$ cat src/rtl/sdcr_pkg.sv
// Package: register map, field positions and reset values of the card command/reply block
package sdcr_pkg;
    localparam logic [7:0] ADDR_ARG      = 8'h18;
    localparam logic [7:0] ADDR_CMD      = 8'h1c;
    localparam logic [7:0] ADDR_ROPC     = 8'h20;
    localparam logic [7:0] ADDR_RW0      = 8'h24;
    localparam logic [7:0] ADDR_RW1      = 8'h28;
    localparam logic [7:0] ADDR_RW2      = 8'h2c;
    localparam logic [7:0] ADDR_RW3      = 8'h30;
    localparam logic [7:0] ADDR_FIFO     = 8'h34;
    localparam int         CMD_FMT_LSB   = 8;
    localparam int         CMD_DATA_BIT  = 6;
    localparam int         FIFO_RXFL_BIT = 31;
    localparam int         FIFO_TXFL_BIT = 30;
    localparam int         FIFO_RXCNT_LSB = 8;
    localparam logic [2:0] FMT_R1        = 3'h0;
    localparam logic [2:0] FMT_R1B       = 3'h1;
    localparam logic [2:0] FMT_R2        = 3'h2;
    localparam logic [2:0] FMT_R3        = 3'h3;
    localparam logic [2:0] FMT_NONE      = 3'h4;
    localparam logic [5:0] OPC_ALLONES   = 6'h3f;
    localparam logic [7:0] FIFO_CAP      = 8'h80;
    localparam logic [31:0] RESET_WORD   = 32'h0000_0000;
endpackage

$ cat src/rtl/sdcr_regs.sv
// Command issue, reply capture and FIFO level registers of the card host
`timescale 1ns/100ps
// Functional notes
// - Format field 10:8: 0 1 R1b, 2 3 4 none.
// - Bit 6 frames the card interrupt window on data line one, 4-bit mode.
// - Writing the opcode field starts sending the command.
// - Command register reads back the opcode last written by software.
// - Reply opcode register holds index of the latest received reply.
// - or replies load all ones into reply opcode.
// - R1b, replies: only word 0x24 valid, card status.
// - CID/CSD: bits 39:8,71:40,103:72 and 127:104 to 0x24..0x30.
// - Writing 1 to bit 31 flushes receive FIFO; not stored.
// - Writing 1 to bit 30 flushes transmit FIFO; not stored.
// - Bits 15:8 report bytes held in receive FIFO.
// - Bits 7:0 report free transmit space, 0x80 after reset.
// - Argument register sent with command, reads back last written.
module sdcr_regs #(
    parameter int CAP = 128
) (
    input  wire logic         clk,
    input  wire logic         nrst,
    input  wire logic [7:0]   addr,
    input  wire logic [31:0]  wrData,
    input  wire logic         wrStb,
    input  wire logic         rdStb,
    output logic      [31:0]  rdData,
    output logic              cmdStart,
    output logic      [5:0]   cmdOpcode,
    output logic      [2:0]   cmdFormat,
    output logic              cmdData,
    output logic      [31:0]  cmdArg,
    output logic              cmdDone,
    input  wire logic         replyValid,
    input  wire logic [127:0] replyBits,
    input  wire logic         rxPush,
    input  wire logic         rxPop,
    input  wire logic         txPush,
    input  wire logic         txPop,
    output logic              rxFlush,
    output logic              txFlush,
    input  wire logic         wideBus,
    output logic              irqWindow
);
    typedef enum logic [1:0] {SDCR_IDLE, SDCR_SEND, SDCR_WAIT} sdcr_state_e;

    // Command sequencer state
    sdcr_state_e  state_q;
    sdcr_state_e  state_d;
    // Software-visible argument and command fields
    logic [31:0]  arg_q;
    logic [31:0]  arg_d;
    logic [5:0]   opc_q;
    logic [5:0]   opc_d;
    logic [2:0]   fmt_q;
    logic [2:0]   fmt_d;
    logic         dat_q;
    logic         dat_d;
    // Captured reply opcode and payload words
    logic [5:0]   ropc_q;
    logic [5:0]   ropc_d;
    logic [31:0]  rw0_q;
    logic [31:0]  rw0_d;
    logic [31:0]  rw1_q;
    logic [31:0]  rw1_d;
    logic [31:0]  rw2_q;
    logic [31:0]  rw2_d;
    logic [23:0]  rw3_q; // Top word holds only 24 payload bits
    logic [23:0]  rw3_d;
    // Queue levels kept as counts, so a flush is a plain load
    logic [7:0]   rxCnt_q;
    logic [7:0]   rxCnt_d;
    logic [7:0]   txFree_q;
    logic [7:0]   txFree_d;
    // Registered read data, one-cycle strobes and interrupt window
    logic [31:0]  rd_q;
    logic [31:0]  rd_d;
    logic         start_q;
    logic         start_d;
    logic         done_q;
    logic         done_d;
    logic         rxFl_q;
    logic         rxFl_d;
    logic         txFl_q;
    logic         txFl_d;
    logic         win_q;
    logic         win_d;
    // Decoded bus accesses and reply acceptance
    logic         argWrite;
    logic         cmdWrite;
    logic         fifoWrite;
    logic         replyNow;

    // Write decode; reads have their own mux further down
    assign argWrite  = wrStb && (addr == sdcr_pkg::ADDR_ARG);
    assign cmdWrite  = wrStb && (addr == sdcr_pkg::ADDR_CMD);
    assign fifoWrite = wrStb && (addr == sdcr_pkg::ADDR_FIFO);

    // Reply is only honoured while the command waits for one
    assign replyNow = (state_q == SDCR_WAIT) && replyValid;

    // Register writes, command sequencing and reply capture
    always_comb begin
        arg_d   = arg_q;
        opc_d   = opc_q;
        fmt_d   = fmt_q;
        dat_d   = dat_q;
        state_d = state_q;
        start_d = 1'b0;
        done_d  = 1'b0;
        ropc_d  = ropc_q;
        rw0_d   = rw0_q;
        rw1_d   = rw1_q;
        rw2_d   = rw2_q;
        rw3_d   = rw3_q;
        if (argWrite) begin
            arg_d = wrData;
        end else if (cmdWrite) begin
            opc_d   = wrData[5:0];
            fmt_d   = wrData[sdcr_pkg::CMD_FMT_LSB +: 3];
            dat_d   = wrData[sdcr_pkg::CMD_DATA_BIT];
            start_d = 1'b1;
            state_d = SDCR_SEND;
        end
        // Sequencer: launch for one cycle, then wait if a reply is due
        case (state_q)
            SDCR_IDLE: begin
                // Nothing pending; only a command write moves on
            end
            SDCR_SEND: begin
                // A command write in the launch cycle relaunches the command
                if (!start_d) begin
                    // Launch lasts one cycle; no-reply commands end here
                    if (fmt_q == sdcr_pkg::FMT_NONE) begin
                        state_d = SDCR_IDLE;
                        done_d  = 1'b1;
                    end else begin
                        state_d = SDCR_WAIT;
                    end
                end
            end
            SDCR_WAIT: begin
                // A reply that meets a new command write is dropped
                if (replyNow && !start_d) begin
                    state_d = SDCR_IDLE;
                    done_d  = 1'b1;
                    if (fmt_q == sdcr_pkg::FMT_R2 || fmt_q == sdcr_pkg::FMT_R3) begin
                        ropc_d = sdcr_pkg::OPC_ALLONES;
                    end else begin
                        ropc_d = replyBits[45:40];
                    end
                    // Word 0 is card status or the low CID/CSD slice
                    rw0_d = replyBits[39:8];
                    // Short replies leave upper words untouched
                    if (fmt_q == sdcr_pkg::FMT_R2) begin
                        rw1_d = replyBits[71:40];
                        rw2_d = replyBits[103:72];
                        rw3_d = replyBits[127:104];
                    end
                end
            end
            default: state_d = SDCR_IDLE;
        endcase
    end

    // FIFO level tracking and flush strobes
    always_comb begin
        rxCnt_d  = rxCnt_q;
        txFree_d = txFree_q;
        rxFl_d   = 1'b0;
        txFl_d   = 1'b0;
        // Push and pop together leave a level unchanged; both ends saturate
        if (rxPush && !rxPop && rxCnt_q != 8'(CAP)) rxCnt_d = rxCnt_q + 8'h01;
        if (rxPop && !rxPush && rxCnt_q != 8'h00) rxCnt_d = rxCnt_q - 8'h01;
        if (txPush && !txPop && txFree_q != 8'h00) txFree_d = txFree_q - 8'h01;
        if (txPop && !txPush && txFree_q != 8'(CAP)) txFree_d = txFree_q + 8'h01;
        if (fifoWrite) begin
            // Flush bits are pulses only, nothing is stored
            if (wrData[sdcr_pkg::FIFO_RXFL_BIT]) begin
                rxFl_d  = 1'b1;
                rxCnt_d = 8'h00;
            end
            if (wrData[sdcr_pkg::FIFO_TXFL_BIT]) begin
                txFl_d   = 1'b1;
                txFree_d = 8'(CAP);
            end
        end
    end

    // Card interrupt window: open only in 4-bit mode and no data command active
    // Shut for the whole command: a missed interrupt beats a false one
    always_comb begin
        win_d = wideBus && !(dat_q && state_q != SDCR_IDLE);
    end

    // Read mux, data valid the cycle after the strobe
    // Registering costs a cycle but keeps the read bus free of decode glitches
    always_comb begin
        rd_d = sdcr_pkg::RESET_WORD;
        if (rdStb) begin
            if (addr == sdcr_pkg::ADDR_ARG) begin
                rd_d = arg_q;
            end else if (addr == sdcr_pkg::ADDR_CMD) begin
                rd_d = {21'h0, fmt_q, 1'b0, dat_q, opc_q};
            end else if (addr == sdcr_pkg::ADDR_ROPC) begin
                rd_d = {26'h0, ropc_q};
            end else if (addr == sdcr_pkg::ADDR_RW0) begin
                rd_d = rw0_q;
            end else if (addr == sdcr_pkg::ADDR_RW1) begin
                rd_d = rw1_q;
            end else if (addr == sdcr_pkg::ADDR_RW2) begin
                rd_d = rw2_q;
            end else if (addr == sdcr_pkg::ADDR_RW3) begin
                rd_d = {8'h0, rw3_q};
            end else if (addr == sdcr_pkg::ADDR_FIFO) begin
                rd_d = {16'h0, rxCnt_q, txFree_q};
            end
        end
    end

    // Command, argument and reply registers
    always_ff @(posedge clk) begin
        if (!nrst) begin
            // Format resets to the code, as a zero register reads
            state_q <= SDCR_IDLE;
            arg_q   <= sdcr_pkg::RESET_WORD;
            opc_q   <= 6'h00;
            fmt_q   <= sdcr_pkg::FMT_R1;
            dat_q   <= 1'b0;
            start_q <= 1'b0;
            done_q  <= 1'b0;
            // Reply words clear only here, never on a new command
            ropc_q  <= 6'h00;
            rw0_q   <= sdcr_pkg::RESET_WORD;
            rw1_q   <= sdcr_pkg::RESET_WORD;
            rw2_q   <= sdcr_pkg::RESET_WORD;
            rw3_q   <= 24'h000000;
        end else begin
            state_q <= state_d;
            arg_q   <= arg_d;
            opc_q   <= opc_d;
            fmt_q   <= fmt_d;
            dat_q   <= dat_d;
            start_q <= start_d;
            done_q  <= done_d;
            ropc_q  <= ropc_d;
            rw0_q   <= rw0_d;
            rw1_q   <= rw1_d;
            rw2_q   <= rw2_d;
            rw3_q   <= rw3_d;
        end
    end

    // Queue level registers and flush strobes
    always_ff @(posedge clk) begin
        if (!nrst) begin
            // Transmit side starts with the whole queue free
            rxCnt_q  <= 8'h00;
            txFree_q <= sdcr_pkg::FIFO_CAP;
            rxFl_q   <= 1'b0;
            txFl_q   <= 1'b0;
        end else begin
            rxCnt_q  <= rxCnt_d;
            txFree_q <= txFree_d;
            rxFl_q   <= rxFl_d;
            txFl_q   <= txFl_d;
        end
    end

    // Card interrupt window register
    always_ff @(posedge clk) begin
        if (!nrst) begin
            win_q <= 1'b0;
        end else begin
            win_q <= win_d;
        end
    end

    // Read data register: zero outside the slot after a read strobe
    always_ff @(posedge clk) begin
        if (!nrst) begin
            rd_q <= sdcr_pkg::RESET_WORD;
        end else begin
            rd_q <= rd_d;
        end
    end

    // Outputs come straight from flip-flops
    assign rdData    = rd_q;
    assign cmdStart  = start_q;
    assign cmdOpcode = opc_q;
    assign cmdFormat = fmt_q;
    assign cmdData   = dat_q;
    assign cmdArg    = arg_q;
    assign cmdDone   = done_q;
    // Queue flush strobes and interrupt window
    assign rxFlush   = rxFl_q;
    assign txFlush   = txFl_q;
    assign irqWindow = win_q;
endmodule

$ cat config.mk
export PLATFORM = sky130hd
export DESIGN_NAME = sdcr_regs
export DESIGN_NICKNAME = d
export VERILOG_FILES = /design/src/rtl/sdcr_pkg.sv /design/src/rtl/sdcr_regs.sv
export SDC_FILE = /design/constraint.sdc
export NUM_CORES = 1
export LEC_CHECK = 0
export BUFFER_PORTS_ARGS = -buffer_cell sky130_fd_sc_hd__buf_2
export CAP_MARGIN = 20
export CORE_MARGIN = 10
export CORE_UTILIZATION = 30
export CTS_BUF_LIST = sky130_fd_sc_hd__clkbuf_8
export DETAILED_ROUTE_END_ITERATION = 10
export PLACE_DENSITY = 0.58
export SLEW_MARGIN = 15
export SYNTH_ARGS = -nofsm -noshare
export SYNTH_HDL_FRONTEND = slang
export SYNTH_SLANG_ARGS = --single-unit
$ cat constraint.sdc
create_clock -name clk -period 2.19 [get_ports clk]
set_input_delay 0.219 -clock clk [delete_from_list [all_inputs] [get_ports clk]]
set_output_delay 0.219 -clock clk [all_outputs]
set_load 0.05 [all_outputs]
* Yosys cells after proc, flatten, opt, wreduce, memory -nomap -nowiden *
Cells that the tools add are included.

word-level totals
  output and inout bits = 79
  input port bits = 178
  word-level logic and storage cells = 100
  flip-flop bits (word level) = 223

cells by class
  reduce and logical (&&, ||, !) cells = 31
  multiplexer cells = 31
  add/sub/neg operators = 4
  bitwise logic cells = 1
  equality and inequality tests = 15

operator list
  kind                 count
  $mux 32              6
  $mux 8               8
  $eq 8x6->1 const B   6
  $mux 24              1
  $add 8x1->8 const B  2
  $eq 8x5->1 const B   2
  $mux 16              1
  $ne 8x8->1 const B   2
  $reduce_bool 8->1    2
  $sub 8x1->8 const B  2
  $logic_and 1x1->1    15
  $mux 2               5
  $reduce_and 2->1     4
  $mux 1               7
  $eq 3x2->1 const B   2
  $logic_not 1->1      6
  $mux 6               1
  $pmux 2 s3           1
  $eq 3x3->1 const B   1
  $reduce_and 3->1     1
  $eq 2x1->1 const B   1
  $eq 2x2->1 const B   1
  $logic_not 2->1      1
  $pmux 1 s2           1
  3 further kinds      3

* Longest topological paths before layout *
Gate-level depths: netlist of run 1.

  word-level depth = 9
  gate-level depth with buffers = 9
  gate-level depth less buffers = 6

* Worst setup path before layout of run 1 *
No wires, ideal clock.

  path kind = register to register
  start = register txFree_q[0]
  end = register txFree_q[2]
  slack = 0.139 ns
  period minus slack after synthesis = 2.051 ns
  required time = 2.120 ns
  path buffers = 2
  cell stages (with the launch flop) = 9
  arrival = 1.981 ns
  library setup time = 0.070 ns
  path through = dfxtp_1 clkbuf_1 inv_1 ha_1 or4b_1 clkbuf_1 o311a_1 or3_1 a21oi_1

on the way
  cells in the longest elaborated chain, start to end = 6
  elaborated cells on any way between the ends = 10
  those cells by class = add/sub (2); eq/ne (1); mux (4); reduce/logical (3)

ends and longest elaborated chain
  item                                                                 RTL line          source
  from (decl)                                                          sdcr_regs.sv:72   logic [7:0] txFree_q;
  from (signal assigned)                                               sdcr_regs.sv:258  txFree_q <= sdcr_pkg::FIFO_CAP;
  from (signal assigned)                                               sdcr_regs.sv:263  txFree_q <= txFree_d;
  parallel branches: the longest is 3 deep, another holds $sub 8x1->8  -
  $mux 8 *                                                             sdcr_regs.sv:175  if (txPop && !txPush && txFree_q != 8'(CAP)) txFree_d = txFree_q + 8'h01;
  $mux 8                                                               sdcr_regs.sv:182  if (wrData[sdcr_pkg::FIFO_TXFL_BIT]) begin
  $mux 8 *                                                             sdcr_regs.sv:176  if (fifoWrite) begin

Every way passes the cells marked *.
A chain may end at the register's enable or synchronous reset.

* Worst setup path in the final report of run 1 *
  start = register txFree_q[1]
  end = register txFree_q[2]

The elaborated chain is that of the path after synthesis.

==> run summary, run 1 <==
Clock sinks -> 223
Vias -> 10.9k
Worst-margin pin slew -> 0.795 ns
DRT Pass-1 Iters -> 5
Max-slew violations -> 0
Leakage -> 5.96 nW
R2R Path Start -> txFree_q[1]
R2r setup slk -> 0.07 ns
I/O Pins -> 257
TNS Setup -> 0 ns
Count leader, synth -> nand2_1
Worst Setup EP -> txFree_q[2]
Post-layout min period -> 2.12 ns
Headroom to the max-slew limit -> 0.470
Net count, final -> 1890
Post-synth top cells -> nand2_1 (250), dfxtp_1 (223), nand3_1 (99)
Setup violations, final -> 0
Met3 WL -> 2.83 mm
Synth area leaders -> dfxtp_1 (43%), nand2_1 (9.1%), nand3_1 (4.8%)
Family with the most delay on the worst path -> simple AND/OR/NAND/NOR gates
Global-route wire length before repair -> 62.0 mm
Post-Synthesis Cells -> 1299
Vias per cell -> 5.00
R2R depth -> 6
Flops & latches, synth -> 223
Share of flip-flops with an asynchronous set or reset -> 0
Fillers -> 3401
Die Ht -> 206 um
Sequential area share after synthesis -> 0.432
RSZ-0062 raised after global routing -> true
Wire per inst -> 18.8 um
Die ar. -> 0.0422 sq mm
Status -> finished, final reports clean
CP Launch Type -> flop
CTS tree -> built
CTS H-tree lvls -> 2
YS warnings -> 0
Reg2reg end -> txFree_q[2]
Hold Fails Final Rpt -> 0
Area grow syn2layout -> 42.0%
Vias in the first global route -> 10.9k
DR WL met2 -> 19.1 mm
Max frequency -> 471 MHz
Max cap viols -> 0
GR Overflow Total -> 0
Initial Utilization -> 0.306
Synth Net Count -> 1487
Critical path, cell by cell -> inv_1 > ha_1 > or4b_1 > o311a_1 > or3_1 > a21oi_1
Maximum buffer depth of the clock tree -> 3
Site row count -> 67
DP Wirelength -> 30.0 mm
Hold WC Path Type -> in -> reg
Crit-path max FO -> 9
Routed wire length -> 41.0 mm
Post-Syn Area -> 0.0103 sq mm
Crit path depth -> 6
I/O Buffers -> 248
Setup crit end kind -> flop
VDD IR max -> 0.427 mV
Clock Skew -> 0.0249 ns
Post-synth top area cell -> dfxtp_1
Met1 wire length -> 18.1 mm
Synth cell types -> 68
Power density over cell area -> 625 mW/mm^2
Buf/Inv on CP -> 1
Largest net degree at the start of global routing -> 84
Initial antenna violation count -> 6
CORE AREA -> 0.0338 sq mm
Die W -> 206 um
ANT nets after route -> 0
Fin crit share -> 0.969
GPL Wtd Cong -> 0.884
CTS root buf -> clkbuf_8
Setup bufs post-CTS -> 0
CP startpoint -> txFree_q[1]
Top Layer Used -> met5
Clk_lat worst skew -> 0.55 ns
Total Routing Usage GR -> 0.186
Critical path data required time -> 2.67 ns
Residual DRC count -> 0
CP max-delay cell -> or4b_1
Final Instance Count excl. Fillers -> 2182
Placed Area -> 0.0123 sq mm
Syn_area_per_cell -> 7.95 sq um
Number of CTS-inserted buffers -> 41
CP Data Arrival Time -> 2.60 ns
Top cell type's share of synthesized area -> 0.432
Cells after DPL -> 1952
Layout cell share with drive strength beyond 1 -> 0.229
Slowest cell delay on critical path -> 0.61 ns
Reg clk slew, reported paths -> 0.06 ns
Drt first-iter violations -> 712
Most used DFF post-synth -> dfxtp_1
Post-route cell area -> 0.0147 sq mm
Kind of critical path -> reg -> reg
EDFF count, synth -> 0
==> final cells by class <==
type / instances / area, sq um / share of cell area
Sequential cell: 223 / 4460 / 0.305
Inverter: 32 / 120 / 0.00819
Multi-Input combinational cell: 932 / 5270 / 0.360
Timing Repair Buffer: 472 / 3480 / 0.237
Tap cell: 448 / 561 / 0.0382
Clock inverter: 21 / 87.6 / 0.00598
Clock buffer: 48 / 661 / 0.0451
Antenna cell: 6 / 15.0 / 0.00102
==> placed cells by master, fill, tap and decap left out, types with 5 or more instances in the layout <==
cell type / instances
o32ai_1: 5
buf_4: 56
nand4_1: 6
o22ai_1: 6
ha_1: 10
nand2_1: 250
and3_1: 10
o21ai_1: 11
o2bb2ai_1: 10
dlygate4sd3_1: 155
nor4_1: 8
mux2_2: 11
inv_1: 46
nor2b_1: 11
o211ai_1: 12
nand2b_1: 15
clkbuf_8: 48
a21o_1: 7
nand3b_1: 5
nor2_1: 53
nor3b_1: 10
dfxtp_1: 223
a32oi_1: 5
a31oi_1: 12
a211oi_1: 7
o21ai_0: 94
a22oi_1: 14
o31ai_1: 17
nand3_1: 99
diode_2: 6
buf_2: 247
nor3_1: 32
buf_12: 13
a21oi_1: 97
or4_1: 9
nor4b_1: 10
mux2i_1: 32
==> worst min-delay path by stage <==
| stage | startpoint | endpoint | slack [ns] | depth (start not counted) |
|---|---|---|---|---|
| 2_1_floorplan | wideBus | irqWindow | 0.34 | 2 |
| 3_3_place_gp | rw2_q[25] | rw2_q[25] | 0.44 | 2 |
| 3_5_place_dp | rw0_q[25] | rw0_q[25] | 0.45 | 2 |
| 4_1_cts | replyBits[80] | rw2_q[8] | 0.006 | 3 |
| 5_1_grt | replyBits[80] | rw2_q[8] | 0.03 | 3 |
| 6_report | replyBits[80] | rw2_q[8] | 0.02 | 3 |
==> worst register-to-register path, cell delays in order, from the launching register on <==
cell     delay, ns
dfxtp_1       0.31
inv_1         0.12
ha_1          0.23
or4b_1        0.62
o311a_1       0.36
or3_1         0.31
a21oi_1       0.12
==> timing repair <==
| action | CTS | global route |
|---|---|---|
| hold buffers | 155 | 0 |
| gates resized for setup | 0 | 3 |
| endpoints found under the setup margin | 0 | 2 |
| endpoints found under the hold margin | 170 | 0 |
==> cell families (layout without fill, tap and decap cells) <==
| logic type | count (synthesis) | count (layout) | share of synthesized area |
|---|---|---|---|
| multiplexers | 43 | 43 | 0.0430 |
| XOR/XNOR | 1 | 1 | 0.000848 |
| AO/OA/AOI/OAI | 332 | 332 | 0.199 |
| other | 0 | 6 | 0 |
| adder cells (fa/ha/maj) | 10 | 10 | 0.0121 |
| AND/OR/NAND/NOR | 546 | 546 | 0.252 |
| flip-flops | 223 | 223 | 0.432 |
| buffers and inverters | 144 | 573 | 0.0607 |
==> per-layer routing <==
metal	track usage	vias up
met5	0	-
met4	0.0617	2
met3	0.0461	67
li1	-	5406
met2	0.304	346
met1	0.235	5085
==> power by group <==
part | switching [mW] | total [mW] | internal, mW
registers | 0.0654 | 4.17 | 4.11
clock network | 1.76 | 3.73 | 1.97
logic | 0.652 | 1.25 | 0.601
==> state kept, by name, summed over array words and instances (netlist names) <==
| name | flops |
|---|---|
| ropc_q | 6 |
| cmdData | 1 |
| rw0_q | 32 |
| txFree_q | 8 |
| cmdArg | 32 |
| txFlush | 1 |
| state_q | 2 |
| cmdFormat | 3 |
| rxFlush | 1 |
| cmdOpcode | 6 |
| rw2_q | 32 |
| cmdDone | 1 |
| rxCnt_q | 8 |
| rw1_q | 32 |
| rw3_q | 24 |
| rdData | 32 |
| irqWindow | 1 |
| cmdStart | 1 |
==> stage by stage <==
step	total power [mW]	hold slack [ns]	utilization	worst slack, ns
after floorplan	4.83	0.335	-	0.139
after global placement	5.25	0.444	0.365	0.0443
after detailed placement	5.26	0.447	0.365	0.0268
after CTS	9.24	0.00592	0.433	0.0309
after global routing	9.58	0.0327	0.434	-0.0118
final	9.16	0.0217	0.434	0.0673
No activity file was read; power rests on OpenSTA's default activity.
==> run 2: changes to the inputs <==
ABC_AREA = 1   (was default)
CAP_MARGIN = 15   (was 20)
==> run summary, run 2 <==
CORE AREA -> 0.0334 sq mm (-1.2%)
Buf/Inv on CP -> 4 (+3)
Kind of critical path -> reg -> reg
Initial antenna violation count -> 1 (-5)
Family with the most delay on the worst path -> buffers and inverters
Die W -> 203 um (-1.0%)
Crit-path max FO -> 58 (+49)
Initial Utilization -> 0.302 (-0.00329)
Hold Fails Final Rpt -> 0 (unchanged)
Status -> finished, final reports clean
Top cell type's share of synthesized area -> 0.443 (+0.0102)
ANT nets after route -> 0 (unchanged)
Fillers -> 3431 (+0.88%)
Post-layout min period -> 1.91 ns (-0.215 ns)
EDFF count, synth -> 0 (unchanged)
Post-Synthesis Cells -> 1417 (+9.1%)
Max-slew violations -> 0 (unchanged)
R2r setup slk -> 0.28 ns (+0.21 ns)
Net count, final -> 1976 (+4.6%)
Synth area leaders -> dfxtp_1 (44%), nand2_1 (11%), a21oi_1 (7.9%)
Vias in the first global route -> 10.8k (-0.29%)
DP Wirelength -> 26.5 mm (-12%)
I/O Buffers -> 248 (unchanged)
Maximum buffer depth of the clock tree -> 3 (unchanged)
CP Launch Type -> flop
Share of flip-flops with an asynchronous set or reset -> 0 (unchanged)
Synth cell types -> 32 (-53%)
GPL Wtd Cong -> 0.855 (-3.4%)
Most frequent CP cell -> inv_1
Worst-margin pin slew -> 0.741 ns (-0.0541 ns)
Critical path, cell by cell -> inv_1 > ha_1 > nand2_1 > inv_1 > nand2_2 > clkinv_2 > buf_12 > nand4_1 > a21oi_1
Most common cell after layout, fill and taps aside -> nand2_1
Largest net degree at the start of global routing -> 85 (+1.2%)
Total Power -> 9.41 mW (+2.7%)
CP Data Arrival Time -> 2.36 ns (-0.24 ns)
Number of CTS-inserted buffers -> 40 (-2.4%)
Total Routing Usage GR -> 0.183 (-0.00296)
Seq. cell area -> 0.00446 sq mm (unchanged)
CTS root buf -> clkbuf_8
CP max-delay cell -> dfxtp_1
RSZ-0062 raised after global routing -> false
Post-synth top cells -> nand2_1 (291), dfxtp_1 (223), nor2_1 (164)
Setup crit end kind -> flop
YS warnings -> 0 (unchanged)
GR Overflow Total -> 0 (unchanged)
Setup violations, final -> 0 (unchanged)
Synth Net Count -> 1605 (+7.9%)
Site row count -> 67 (unchanged)
Sequential area share after synthesis -> 0.443 (+0.0102)
Hold WS -> 0.0272 ns (+0.00557 ns)
Most used DFF post-synth -> dfxtp_1
CTS H-tree lvls -> 2 (unchanged)
Drt first-iter violations -> 762 (+7.0%)
Commonest non-fill, non-tap cells in the layout -> nand2_1 (291), buf_2 (248), dfxtp_1 (223), nor2_1 (162), a21oi_1 (160)
Die Ht -> 203 um (-1.0%)
Reg clk slew, reported paths -> 0.06 ns (about the same)
Fin crit share -> 0.871 (-0.0982)
Leakage -> 6.01 nW (+0.89%)
TNS Setup -> 0 ns (unchanged)
Wire per inst -> 17.4 um (-7.3%)
I/O Pins -> 257 (unchanged)
Residual DRC count -> 0 (unchanged)
CTS resizes -> 0 (unchanged)
Vias -> 11.0k (+1.2%)
Area grow syn2layout -> 39.9%
Post-synth top area cell -> dfxtp_1
Hold WC Path Type -> in -> reg
Clk_lat worst skew -> 0.54 ns (about the same)
Die ar. -> 0.0414 sq mm (-2.1%)
Critical path data required time -> 2.64 ns (-0.03 ns)
VDD IR max -> 0.357 mV (-16%)
Flops & latches, synth -> 223 (unchanged)
CTS tree -> built
Layout cell share with drive strength beyond 1 -> 0.203 (-0.0259)
DRT Pass-1 Iters -> 5 (unchanged)
Clock Skew -> 0.0164 ns (-0.00844 ns)
Post-Syn Area -> 0.0101 sq mm (-2.3%)
Area of the multi-input gates -> 0.00486 sq mm (-7.8%)
Global-route wire length before repair -> 60.9 mm (-1.7%)
Vias per cell -> 4.88 (-2.4%)
Count leader, synth -> nand2_1
Routed wire length -> 39.5 mm (-3.8%)
Headroom to the max-slew limit -> 0.506 (+0.0361)
Power density over cell area -> 666 mW/mm^2 (+6.7%)
Syn_area_per_cell -> 7.12 sq um (-10%)
Max cap viols -> 0 (unchanged)
Clock sinks -> 223 (unchanged)
Slowest cell delay on critical path -> 0.33 ns (-0.28 ns)
Max frequency -> 524 MHz (+11%)
-- run 2: cell count changes in the layout (fill, tap and decap cells not counted), sizes merged, moves of 14 or more --
| cell | change |
|---|---|
| nor2 | +114 |
| nand4 | +90 |
| a21oi | +63 |
| nand3 | +52 |
| nand2 | +46 |
| inv | +39 |
| buf | -34 |
| mux2i | -32 |
| nor3 | -25 |
| o21ai | -25 |
| o31ai | -18 |
| nand2b | -15 |
| or2 | +15 |
| a22oi | -14 |
-- run 2: worst min-delay path: cells and delay by family --
kind            cells  cell delay, ns
compound gates      1            0.07
simple gates        1            0.12
buf+inv             1            0.10
-- run 2: kinds of logic (layout without fill, tap and decap cells) --
| logic type | after synthesis | in the layout | synth area share |
|---|---|---|---|
| compound gates | 250 | 250 | 0.128 |
| xor+xnor | 9 | 9 | 0.00781 |
| flops | 223 | 223 | 0.443 |
| simple gates | 743 | 743 | 0.331 |
| other cells | 0 | 1 | 0 |
| buf+inv | 182 | 580 | 0.0785 |
| fa+ha+maj | 10 | 10 | 0.0124 |
-- run 2: report_power, final --
part / leakage, nW / internal (mW) / switching (mW)
Combinational: 3.75 / 0.541 / 0.652
Clock: 0.466 / 2.22 / 1.74
Sequential: 1.80 / 4.13 / 0.122
-- run 2: through the flow --
stage          instance area [sq um]  setup slack (ns)   util  cells
3_5_place_dp                   11800             0.228  0.353   2042
5_1_grt                        14100             0.124  0.423   2264
6_report                       14100             0.282  0.423   2264
3_3_place_gp                   11800             0.271  0.353   2042
4_1_cts                        14100             0.274  0.423   2263
2_1_floorplan                  10100             0.382      -   1417
-- run 2: area by class of cell --
class | instances | area share
inverters | 76 | 0.0205
clock buffers | 55 | 0.0536
flip-flops and latches | 223 | 0.316
well taps | 448 | 0.0397
diodes | 1 | 0.000177
multi-input cells | 1012 | 0.344
repair buffers | 435 | 0.221
clock inverters | 14 | 0.00399
-- run 2: path summary, 6_finish.rpt --
check | from | to | depth (start not counted)
max | state_q[0] | rw1_q[18] | 9
min | replyBits[46] | rw1_q[6] | 3
max reg2reg | state_q[0] | rw1_q[18] | 9
min reg2reg | rw2_q[25] | rw2_q[25] | 2
-- run 2: routing by layer --
metal / share of wire / GRT usage
met1: 0.42 / 0.224
met2: 0.49 / 0.313
met3: 0.057 / 0.0360
met4: 0.029 / 0.0682
met5: 0 / 0
-- run 2: timing repair --
| item | in CTS | in global routing |
|---|---|---|
| hold buffers | 152 | 0 |
| setup buffers | 0 | 0 |
| endpoints found under the hold margin | 170 | 0 |
